==> config.mk <==
export PLATFORM = sky130hd
export DESIGN_NAME = bmad_matrix
export DESIGN_NICKNAME = d
export VERILOG_FILES = /design/src/common/bmad_pkg.sv /design/src/hdl/bmad_matrix.sv
export VERILOG_INCLUDE_DIRS = /design/src /design/src/common
export SDC_FILE = /design/constraint.sdc
export NUM_CORES = 2
export LEC_CHECK = 0
export BUFFER_PORTS_ARGS = -buffer_cell sky130_fd_sc_hd__buf_2
export CORE_AREA = 2 2 606 608
export CTS_BUF_LIST = sky130_fd_sc_hd__clkbuf_2
export DETAILED_ROUTE_END_ITERATION = 12
export DIE_AREA = 0 0 608 610
export RECOVER_POWER = 50
export SLEW_MARGIN = 20
export SYNTH_ARGS = -nofsm -noshare
export SYNTH_HDL_FRONTEND = slang
export SYNTH_SLANG_ARGS = --single-unit
export TNS_END_PERCENT = 20
==> constraint.sdc <==
create_clock -name ref_clk -period 5.85 [get_ports ref_clk]
set_input_delay 0.8775 -clock ref_clk [delete_from_list [all_inputs] [get_ports ref_clk]]
set_output_delay 0.8775 -clock ref_clk [all_outputs]
set_load 0.005 [all_outputs]
==> src/common/bmad_consts.svh <==
// bmad_consts.svh: address map, port indices and reset values of the bus matrix decoder
// assumes a 32-bit byte address on every master port
`ifndef BMAD_CONSTS_SVH
`define BMAD_CONSTS_SVH

`define BMAD_NUM_MST        4              // master ports
`define BMAD_NUM_SLV        10             // slave port indices, 7 left unused
`define BMAD_BANK_MSB       31             // bank number sits in the top nibble
`define BMAD_BANK_LSB       28             // 16 banks of 256 MB
`define BMAD_BANK_INT       4'h0           // on-chip memories
`define BMAD_BANK_EXT_FIRST 4'h1           // external chip select zero
`define BMAD_BANK_EXT_LAST  4'h8           // external chip select seven
`define BMAD_BANK_PERIPH    4'hF           // peripheral bridge
`define BMAD_AREA_MSB       27             // 1 MB areas inside bank zero
`define BMAD_AREA_LSB       20
`define BMAD_AREA_BOOT      8'h00          // boot window 0x0 .. 0x000F_FFFF
`define BMAD_AREA_ROM       8'h01          // 0x0010_0000
`define BMAD_AREA_SRAM0     8'h02          // 0x0020_0000
`define BMAD_AREA_SRAM1     8'h03          // 0x0030_0000
`define BMAD_AREA_FPGA_LO   8'h04          // 0x0040_0000 .. 0x007F_FFFF
`define BMAD_AREA_FPGA_HI   8'h07
`define BMAD_SLV_SRAM0      4'h0           // 96 KB SRAM
`define BMAD_SLV_SRAM1      4'h1           // 64 KB SRAM
`define BMAD_SLV_ROM        4'h2           // 256 KB ROM
`define BMAD_SLV_FPGA_A     4'h3           // programmable-logic slaves 3..6
`define BMAD_SLV_UNUSED     4'h7
`define BMAD_SLV_EXT        4'h8           // external memory port
`define BMAD_SLV_BRIDGE     4'h9           // peripheral bridge
`define BMAD_CS_ZERO        3'h0           // boot chip select of the external port
`define BMAD_RST_MASTER     2'h0           // reset owner / last granted
`define BMAD_RST_CNT        8'h00          // reset burst beat count

`endif

==> src/common/bmad_pkg.sv <==
// bmad_pkg: carrier and state types of the bus matrix decoder
// assumes bmad_consts.svh is on the include path
package bmad_pkg;

    // arbitration scheme per slave
    typedef enum logic [0:0] {
        BMAD_ARB_FIXED,
        BMAD_ARB_RR
    } bmad_arb_e;

    // round-robin default (parked) master
    typedef enum logic [1:0] {
        BMAD_DFLT_NONE,
        BMAD_DFLT_LAST,
        BMAD_DFLT_FIXED
    } bmad_dflt_e;

    // request of one master, held until answered
    typedef struct packed {
        logic        valid;   // a beat is requested
        logic [31:0] addr;    // byte address
        logic        write;   // 1 write, 0 read
        logic        more;    // undefined-length burst goes on after this beat
        logic [31:0] wdata;   // write data
    } bmad_mreq_s;

    // answer to one master
    typedef struct packed {
        logic        ready;   // beat ends this cycle
        logic        err;     // beat aborted
        logic [31:0] rdata;   // read data
    } bmad_mrsp_s;

    // request to one slave
    typedef struct packed {
        logic        sel;     // beat presented
        logic [31:0] addr;
        logic        write;
        logic [31:0] wdata;
        logic [1:0]  master;  // owning master
    } bmad_sreq_s;

    // answer from one slave
    typedef struct packed {
        logic        ready;
        logic        err;
        logic [31:0] rdata;
    } bmad_srsp_s;

    // arbitration setup of one slave
    typedef struct packed {
        bmad_arb_e   mode;
        bmad_dflt_e  dflt;
        logic [1:0]  dflt_master;  // used with BMAD_DFLT_FIXED
        logic [7:0]  slot_limit;   // beats before a burst is broken, 0 acts as 1
    } bmad_arbcfg_s;

    // decoder result
    typedef struct packed {
        logic        hit;
        logic [3:0]  slave;
        logic [2:0]  cs;
    } bmad_dec_s;

    // arbiter state of one slave
    typedef struct packed {
        logic        owned;   // a master holds the grant
        logic        hold;    // burst in progress, grant kept between beats
        logic [1:0]  owner;
        logic [1:0]  last;    // last master that finished a grant
        logic [7:0]  cnt;     // beats in the current burst
    } bmad_slv_st_s;

    // whole state of the matrix
    typedef struct packed {
        logic                boot_taken;  // boot-select level captured
        logic                boot_ext;    // boot from external chip select zero
        logic                remap;       // SRAM placed at address zero
        logic [3:0]          err_pend;    // abort answer due next cycle
        bmad_slv_st_s [9:0]  slv;
    } bmad_state_s;

endpackage

==> src/hdl/bmad_matrix.sv <==
// bmad_matrix: four-master, ten-slave-index bus matrix with per-master decoders,
// boot selection, remap, per-slave arbiters and burst breaking
// assumes masters hold a request stable until answered and slaves answer with ready
//
// Functional notes
// [RULE1] sixteen 256 MB banks from top address bits
// [RULE2] bank zero: 1 MB internal memory areas
// [RULE3] banks 1..8 go to external chip selects
// [RULE4] bank fifteen goes to peripheral bridge
// [RULE5] unused banks answer with an abort
// [RULE6] one identical decoder per master port
// [RULE7] masters run concurrently on different slaves
// [RULE8] masters: core, DMA, two logic masters
// [RULE9] fixed slave index assignment, seven unused
// [RULE10] core address zero maps to boot memory
// [RULE11] boot choice sampled at reset, then held
// [RULE12] boot window: internal, external, or remapped slave
// [RULE13] remap places SRAM at address zero
// [RULE14] every slave has its own arbiter
// [RULE15] fixed or round-robin, three default choices
// [RULE16] undefined bursts broken at slot limit
// [RULE17] boot window spans first megabyte
// [RULE18] boot pin low external, high ROM
// [RULE19] reset clears remap
// [RULE20] grant changes only between beats
`timescale 1ns/100ps
`include "bmad_consts.svh"

module bmad_matrix
(
    input  wire  logic                             ref_clk,          // 250 MHz system clock
    input  wire  logic                             rstn,             // async reset, active low
    input  wire  logic                             boot_select_pin,  // boot strap level
    input  wire  logic                             remap_cmd,        // one-cycle remap pulse
    input  wire  bmad_pkg::bmad_arbcfg_s [9:0]     arb_cfg,          // per-slave arbitration
    input  wire  bmad_pkg::bmad_mreq_s   [3:0]     mst_req,          // master requests
    output       bmad_pkg::bmad_mrsp_s   [3:0]     mst_rsp,          // master answers
    output       bmad_pkg::bmad_sreq_s   [9:0]     slv_req,          // slave requests
    input  wire  bmad_pkg::bmad_srsp_s   [9:0]     slv_rsp,          // slave answers
    output       logic                 [7:0]       ext_chip_select,  // bit0 zero .. bit7 seven
    output       logic                             remap_state,      // remap in force
    output       logic                             boot_external     // boot from chip select zero
);

    bmad_pkg::bmad_state_s       st;        // registered state
    bmad_pkg::bmad_state_s       next_st;   // next state
    bmad_pkg::bmad_dec_s   [3:0] dec;       // decoder result per master
    logic                  [9:0] sel;       // slave presented a beat this cycle
    logic                  [9:0] done;      // beat ends on slave this cycle

    // decoder shared by every master port, so all see one address map
    function automatic bmad_pkg::bmad_dec_s decode
    (
        input logic [31:0] addr,
        input logic        boot_ext,
        input logic        remap
    );
        bmad_pkg::bmad_dec_s d;
        logic [3:0]          bank;
        logic [7:0]          area;
        d    = '0;
        bank = addr[`BMAD_BANK_MSB:`BMAD_BANK_LSB];                  // [RULE1]
        area = addr[`BMAD_AREA_MSB:`BMAD_AREA_LSB];                  // [RULE2]
        if (bank == `BMAD_BANK_INT)
        begin
            // second level: 1 MB areas inside bank zero
            if (area == `BMAD_AREA_BOOT)                             // [RULE17]
            begin
                d.hit = 1'b1;
                if (remap)
                    d.slave = `BMAD_SLV_SRAM0;                       // [RULE13]
                else if (boot_ext)
                begin
                    d.slave = `BMAD_SLV_EXT;                         // [RULE12]
                    d.cs    = `BMAD_CS_ZERO;
                end
                else
                    d.slave = `BMAD_SLV_ROM;                         // [RULE10]
            end
            else if (area == `BMAD_AREA_ROM)
            begin
                d.hit   = 1'b1;
                d.slave = `BMAD_SLV_ROM;                             // [RULE9]
            end
            else if (area == `BMAD_AREA_SRAM0)
            begin
                d.hit   = 1'b1;
                d.slave = `BMAD_SLV_SRAM0;
            end
            else if (area == `BMAD_AREA_SRAM1)
            begin
                d.hit   = 1'b1;
                d.slave = `BMAD_SLV_SRAM1;
            end
            else if (area >= `BMAD_AREA_FPGA_LO && area <= `BMAD_AREA_FPGA_HI)
            begin
                d.hit   = 1'b1;
                d.slave = `BMAD_SLV_FPGA_A + 4'(area - `BMAD_AREA_FPGA_LO);
            end
        end
        else if (bank >= `BMAD_BANK_EXT_FIRST && bank <= `BMAD_BANK_EXT_LAST)
        begin
            d.hit   = 1'b1;
            d.slave = `BMAD_SLV_EXT;                                 // [RULE3]
            d.cs    = 3'(bank - `BMAD_BANK_EXT_FIRST);
        end
        else if (bank == `BMAD_BANK_PERIPH)
        begin
            d.hit   = 1'b1;
            d.slave = `BMAD_SLV_BRIDGE;                              // [RULE4]
        end
        // banks 9..14 and spare areas leave hit low: abort [RULE5]
        return d;
    endfunction

    // pick a winner among requesters; fixed favours the lowest master index,
    // round-robin starts the search just after the last master served
    function automatic logic [2:0] arbitrate
    (
        input logic [3:0]          reqs,
        input bmad_pkg::bmad_arb_e mode,
        input logic [1:0]          last
    );
        logic [2:0] win;
        logic [1:0] idx;
        win = '0;
        for (int i = 3; i >= 0; i--)
        begin
            if (mode == bmad_pkg::BMAD_ARB_FIXED)
                idx = 2'(i);                                         // [RULE15]
            else
                idx = 2'(last + 2'(i) + 2'h1);
            // later iterations override, so the last one scanned has priority
            if (reqs[idx])
                win = {1'b1, idx};
        end
        return win;
    endfunction

    // one decoder per master port
    generate
        for (genvar m = 0; m < `BMAD_NUM_MST; m++)  // [RULE8]
        begin : g_dec
            assign dec[m] = decode(mst_req[m].addr, st.boot_ext, st.remap);   // [RULE6]
        end
    endgenerate

    // slave side: the owning master's beat goes through untouched
    always_comb
    begin
        for (int s = 0; s < `BMAD_NUM_SLV; s++)
        begin
            slv_req[s]        = '0;
            slv_req[s].master = st.slv[s].owner;
            slv_req[s].addr   = mst_req[st.slv[s].owner].addr;
            slv_req[s].write  = mst_req[st.slv[s].owner].write;
            slv_req[s].wdata  = mst_req[st.slv[s].owner].wdata;
            sel[s] = st.slv[s].owned && mst_req[st.slv[s].owner].valid
                     && dec[st.slv[s].owner].hit
                     && dec[st.slv[s].owner].slave == 4'(s);
            slv_req[s].sel    = sel[s];
            done[s]           = sel[s] && slv_rsp[s].ready;
        end
    end

    // chip select of the external port follows its owner's decode
    always_comb
    begin
        ext_chip_select = '0;
        if (sel[`BMAD_SLV_EXT])                                      // [RULE3]
            ext_chip_select[dec[st.slv[`BMAD_SLV_EXT].owner].cs] = 1'b1;
    end

    // master side: each master sees only its own slave, so others run freely
    always_comb
    begin
        for (int m = 0; m < `BMAD_NUM_MST; m++)
        begin
            mst_rsp[m] = '0;
            if (st.err_pend[m])
            begin
                mst_rsp[m].ready = 1'b1;                             // [RULE5]
                mst_rsp[m].err   = 1'b1;
            end
            else if (dec[m].hit && sel[dec[m].slave]
                     && st.slv[dec[m].slave].owner == 2'(m))         // [RULE7]
            begin
                mst_rsp[m].ready = slv_rsp[dec[m].slave].ready;
                mst_rsp[m].err   = slv_rsp[dec[m].slave].err;
                mst_rsp[m].rdata = slv_rsp[dec[m].slave].rdata;
            end
        end
    end

    // next-state logic: boot capture, remap, aborts and every slave's arbiter
    always_comb
    begin
        logic [3:0] reqs;
        logic [2:0] win;
        logic [7:0] lim;
        reqs    = '0;
        win     = '0;
        lim     = '0;
        next_st = st;

        // strap taken on the first edge after reset release, then frozen
        if (!st.boot_taken)
        begin
            next_st.boot_taken = 1'b1;                               // [RULE11]
            next_st.boot_ext   = !boot_select_pin;                   // [RULE18]
        end
        if (remap_cmd)
            next_st.remap = 1'b1;                                    // [RULE13]

        // abort answer one cycle after a miss, then cleared
        for (int m = 0; m < `BMAD_NUM_MST; m++)
            next_st.err_pend[m] = !st.err_pend[m] && mst_req[m].valid
                                  && !dec[m].hit;                    // [RULE5]

        // per-slave arbiters, each with its own setup
        for (int s = 0; s < `BMAD_NUM_SLV; s++)                      // [RULE14]
        begin
            for (int m = 0; m < `BMAD_NUM_MST; m++)
                reqs[m] = mst_req[m].valid && dec[m].hit && dec[m].slave == 4'(s);
            win = arbitrate(reqs, arb_cfg[s].mode, st.slv[s].last);
            lim = (arb_cfg[s].slot_limit == 8'h00) ? 8'h01 : arb_cfg[s].slot_limit;

            if (done[s])
            begin
                // beat boundary: keep a burst until the slot limit breaks it
                if (mst_req[st.slv[s].owner].more && (st.slv[s].cnt + 8'h01) < lim)
                begin
                    next_st.slv[s].hold = 1'b1;                      // [RULE16]
                    next_st.slv[s].cnt  = st.slv[s].cnt + 8'h01;
                end
                else
                begin
                    next_st.slv[s].owned = 1'b0;                     // [RULE16]
                    next_st.slv[s].hold  = 1'b0;
                    next_st.slv[s].cnt   = `BMAD_RST_CNT;
                    next_st.slv[s].last  = st.slv[s].owner;
                end
            end
            else if (!sel[s] && !st.slv[s].hold)
            begin
                // no beat in flight: free to regrant or park
                if (win[2])
                begin
                    next_st.slv[s].owned = 1'b1;                     // [RULE20]
                    next_st.slv[s].owner = win[1:0];
                end
                else if (arb_cfg[s].mode == bmad_pkg::BMAD_ARB_FIXED
                         || arb_cfg[s].dflt == bmad_pkg::BMAD_DFLT_NONE)
                    next_st.slv[s].owned = 1'b0;
                else if (arb_cfg[s].dflt == bmad_pkg::BMAD_DFLT_LAST)
                begin
                    next_st.slv[s].owned = 1'b1;                     // [RULE15]
                    next_st.slv[s].owner = st.slv[s].last;
                end
                else
                begin
                    next_st.slv[s].owned = 1'b1;                     // [RULE15]
                    next_st.slv[s].owner = arb_cfg[s].dflt_master;
                end
            end
            // a beat waiting on the slave keeps its grant untouched [RULE20]
        end

        // index seven has no slave behind it and never holds a grant
        next_st.slv[`BMAD_SLV_UNUSED] = '0;
    end

    // state register; reset clears remap and rearms the strap capture
    always_ff @(posedge ref_clk or negedge rstn)
    begin
        if (!rstn)
        begin
            st            <= '0;                                     // [RULE19]
            st.boot_ext   <= 1'b0;
            st.boot_taken <= 1'b0;
        end
        else
            st <= next_st;
    end

    // status straight from flip-flops
    assign remap_state   = st.remap;
    assign boot_external = st.boot_ext;

endmodule

==> Word-level counts from Yosys, hierarchy flattened <==
Index checks and enable logic that the tools add are counted.
{ "classes": {"addsub": 75, "order_cmp": 76, "n_eq_ne": 86, "mux": 356, "bitwise": 27, "n_reduce_logical": 223} }
{ "op_table": {"columns": ["operator", "n"], "rows": [
  ["67-bit binary-select mux with 2-bit select", 9],
  ["67-bit two-way mux", 9],
  ["34-bit binary-select mux with 4-bit select", 4],
  ["34-bit two-way mux", 8],
  ["8-bit two-way mux", 32],
  ["14-bit binary-select mux with 4-bit select", 4],
  ["8-bit binary-select mux with 2-bit select", 9],
  ["5-bit two-way mux", 28],
  ["2-bit by 3-bit < comparator with 1-bit output (second input constant)", 45],
  ["2-bit two-way mux", 67],
  ["32-bit two-way mux", 4],
  ["3-bit two-way mux", 40],
  ["1-bit logical AND", 119],
  ["8-bit logical NOT", 13],
  ["1-bit two-way mux", 95],
  ["2-bit by 1-bit adder with 2-bit output (second input constant)", 36],
  ["8-bit by 1-bit adder with 8-bit output (second input constant)", 9],
  ["1-bit binary-select mux with 2-bit select", 36],
  ["8-bit < comparator", 9],
  ["8-bit by 2-bit equality test with 1-bit output (second input constant)", 8],
  ["4-bit by 3-bit equality test with 1-bit output (second input constant)", 15],
  ["4-bit equality test (second input constant)", 14],
  ["12-bit two-way mux", 4],
  ["4-bit by 2-bit equality test with 1-bit output (second input constant)", 10],
  ["27 further kinds", 216]
]} }
{ "totals": {"ff_bits": 133, "out_inout_bits": 826, "word_cells": 892} }

==> Logic depth before layout (Yosys ltp) <==
{ "logic_depth": {"depth_word": 19, "mapped_depth": 16, "ltp_nobuf": 13} }

==> Worst setup path before layout <==
Ideal clock, no wire load.
{ "synth_timing": {"path_type": "input to output", "startpoint": "in mst_req[188] in the netlist's numbering", "endpoint": "out mst_rsp[102] in the netlist's numbering", "arrival_time_ps": 4568, "slack_ps": 404, "stages": 16, "path_buffers": 5, "path_cell_list": "clkbuf_1 -> inv_1 -> ha_1 -> or4_1 -> o211a_1 -> buf_2 -> a211oi_2 -> a221o_1 -> and4_1 -> clkbuf_1 -> nor2_1 -> or3_1 -> or4_1 -> buf_2 -> buf_6 -> nor4_2"} }
{ "synth_lines": {"columns": ["item", "line_no", "text"], "rows": [
  ["start: declaration", "bmad_matrix.sv:36", "input wire bmad_pkg::bmad_mreq_s [3:0] mst_req,"],
  ["end: declaration", "bmad_matrix.sv:37", "output bmad_pkg::bmad_mrsp_s [3:0] mst_rsp,"]
]} }

==> flow_summary.json <==
{
  "status": "finished with violations",
  "violations": "max-capacitance violations, max-slew violations, negative setup slack",
  "num-fill-cells": 41800,
  "start_util": 0.109,
  "num_vias": 57100,
  "setup_viol": 13,
  "p_leak_nw": 22.8,
  "place_area_sq_um": 55100,
  "finalHoldViolations": 0,
  "endpoint_kind": "output pin",
  "dr.pass1.iters": 9,
  "worst_slew_pin_slew_ns": 1.54,
  "core_area_sq_um": 364000,
  "drive_gt1_frac": 0.439,
  "synth_edf_count": 0,
  "async_reset_ff_frac": 1.00,
  "antenna_found_initial": 307,
  "final_area_sq_um": 56400,
  "ys.flop_type": "dfrtp_1",
  "cp.arrival_ns": 5.03,
  "cp-endpoint": "mst_rsp[131]",
  "hp-class": "input pin to register",
  "hold_ws_ns": 0.157,
  "io_buffers": 1551,
  "path_cells": "nor3b_1, o31a_1, or4_1, nand3_1, and3_1, o22ai_1, or3_1, or4_4, buf_12, buf_6, nor4_2, buf_2",
  "setup_slack_ns": -0.0552,
  "yosys-top-cells-area": "mux4_2 36%, nand2_1 11%, dfrtp_1 8.4%, nand3_1 4.6%, a21oi_1 3.8%",
  "syn_avg_cell_area_sq_um": 8.05,
  "io_pins": 1568,
  "worstSkewPairLatency_ns": 1.09,
  "skew_ns": 0.177,
  "grt_pass1_vias": 51000,
  "ff2ff_setup_slack_ns": 1.93,
  "synthMuxAreaShare": 0.374,
  "core.rowCount": 222,
  "synth-simple-area-share": 0.248,
  "overflow": 0,
  "dieArea_sq_um": 371000,
  "synth_top_area_cell": "mux4_2",
  "ys_warn_count": 0,
  "htreeDepth": 4,
  "synth-seq-cells": 133,
  "cpLargestDelayFamily": "simple AND/OR/NAND/NOR gates",
  "synth.distinct_cells": 98,
  "cp-start-kind": "register",
  "area_delta_synth_final_pct": 42.7,
  "synth_top_area_frac": 0.355,
  "cp_slowest_cell": "dfrtp_4",
  "cts.path.max_buffers": 3,
  "cp.required_ns": 4.97,
  "root_buffer": "clkbuf_2",
  "cellPowerDensity_nw_per_um2": 268,
  "clkTransAtPathRegs_ns": 0.42,
  "die_w_microns": 608,
  "slew_headroom": -0.0252,
  "fin_tns_setup_ns": -0.407,
  "synth_xor_xnor_area_share": 0.0131,
  "final_cell_mix": "1480 x buf_2, 1092 x nand2_1, 624 x mux4_2",
  "fin_crit_ns": 5.91,
  "synth-seq-area-share": 0.0841,
  "clock-sinks": 133,
  "grt_max_degree": 72,
  "period_share": 1.01,
  "initialDrtViolationCount": 8588,
  "fin_nets": 7254,
  "worstHoldPathCells": 4,
  "ir_drop_uv": 168,
  "avgViaCountPerCell": 5.00,
  "reg2reg_from": "remap_state$_DFFE_PN0P_",
  "wl_per_cell_microns": 38.2,
  "max_cap_violations": 1,
  "die_h_microns": 610,
  "crit_fanout": 21,
  "synth_fa_ha_area_frac": 0.0304,
  "synth_top_family_by_area": "multiplexers",
  "dp_hpwl_mm": 351,
  "path_depth": 12,
  "grtUsageTotal": 0.224,
  "synth-compound-area-share": 0.177,
  "cts_buffers": 25,
  "rsz0062_at_grt": "true",
  "routed_wl_mm": 437,
  "ant_nets": 0,
  "grt_first_pass_wirelength_mm": 548,
  "drv_slew": 11,
  "p_total_mw": 15.1,
  "worst-r2r-cell-count": 13,
  "syn_area_sq_um": 39600,
  "clock.fmax_mhz": 169,
  "r2r-end": "slv_req[545]$_DFFE_PN0P_",
  "synthCells": 4914,
  "place_congestion": 1.04,
  "final_common_cell": "buf_2",
  "cts_tree": "built",
  "path_buf_inv": 3,
  "dp_slack_ns": -0.500,
  "crit_start": "remap_state$_DFFE_PN0P_",
  "critical_path_class": "register to output pin",
  "critPathMaxStageDelay_ns": 0.66,
  "remaining_drc_errors": 0
}
[worst min path at each step]
| stage | slack (ns) | endpoint | start |
|---|---|---|---|
| detailed placement | 0.46 | boot_external$_DFFE_PN0N_ | st[146]$_DFF_PN0_ |
| floorplan | 0.43 | boot_external$_DFFE_PN0N_ | st[146]$_DFF_PN0_ |
| global route | 0.15 | slv_req[137]$_DFFE_PN0P_ | arb_cfg[38] |
| CTS | 0.04 | slv_req[137]$_DFFE_PN0P_ | arb_cfg[38] |
| finish | 0.16 | slv_req[137]$_DFFE_PN0P_ | arb_cfg[38] |
| global placement | 0.44 | boot_external$_DFFE_PN0N_ | st[146]$_DFF_PN0_ |
[area by class of cell]
type	instances	area (sq um)	area share
Antenna cell	196	490	0.00869
Clock buffer	26	130	0.00231
Clock inverter	7	81.3	0.00144
Inverter	120	450	0.00798
Multi-Input combinational cell	4110	34100	0.604
Sequential cell	133	3400	0.0603
Tap cell	4816	6030	0.107
Timing Repair Buffer	2026	11800	0.208
[metal layers]
layer | vias to the layer above | GRT usage | wire [microns]
li1 | 22000 | - | -
met1 | 27700 | 0.216 | 133000
met2 | 5617 | 0.394 | 215000
met3 | 1723 | 0.0610 | 40800
met4 | 50 | 0.196 | 48200
met5 | - | 0.000129 | 322
[where the power goes]
group / internal, mW / switching [mW] / leakage [nW]
logic: 5.33 / 7.20 / 20.9
clock network: 0.213 / 0.519 / 0.150
registers: 1.10 / 0.744 / 1.72
[sequential cells by signal, summed over array words and instances, names as in the netlist]
signal	flops
st	113
boot_external	1
slv_req	18
remap_state	1
[synth_stat cells (all sizes together) (8+ instances only)]
cell	number
nand2	1111
mux4	624
nand3	360
clkbuf	345
a21oi	304
nor2	278
o21ai	216
buf	208
dfrtp	133
inv	119
a31oi	103
ha	96
nor3	94
o22ai	92
nor4	65
a211oi	60
o221ai	54
mux2i	52
and3	47
a22o	42
nor2b	38
nand4	37
nand2b	34
xnor2	32
xor2	27
o31ai	26
a21o	21
mux2	18
or4	17
o211ai	16
or2	14
a221oi	12
and2	12
nor4b	12
a22oi	11
a211o	10
nor3b	10
o21a	10
o311ai	9
a21boi	8
a31o	8
a41o	8
or3	8
[worst reg2reg max path: stages, from the launching register on]
cell	delay (ns)
dfrtp_4	0.66
nor3b_1	0.30
o31a_1	0.36
buf_4	0.22
o22ai_2	0.10
o2111a_1	0.29
o2111ai_2	0.31
nand2_1	0.16
buf_4	0.17
buf_4	0.14
buf_4	0.19
or2_2	0.33
a21oi_1	0.26
mux2_2	0.37
[what timing repair did]
| item | 4_1_cts | 5_1_grt |
|---|---|---|
| setup endpoints to repair | 123 | 79 |
| gates cloned | 0 | 0 |
| hold buffers | 3 | 0 |
| pin swaps | 8 | 18 |
| setup buffers | 7 | 10 |
| hold endpoints to repair | 72 | 0 |
| gates resized for setup | 43 | 56 |
[kinds of logic after synthesis]
family,Yosys count
and+or+nand+nor,2170
AOI/OAI and AO/OA,1087
muxes,694
buffers and inverters,673
DFF,133
adders and majority gates,96
xor gates and xnor gates,59
other,2
[per-stage QoR]
stage	instances	utilization
6_report	11400	0.155
5_1_grt	11400	0.154
4_1_cts	11200	0.153
3_5_place_dp	11200	0.151
3_3_place_gp	11200	0.151
2_1_floorplan	4916	-
Note: power is estimated with default switching activity, not from simulation.
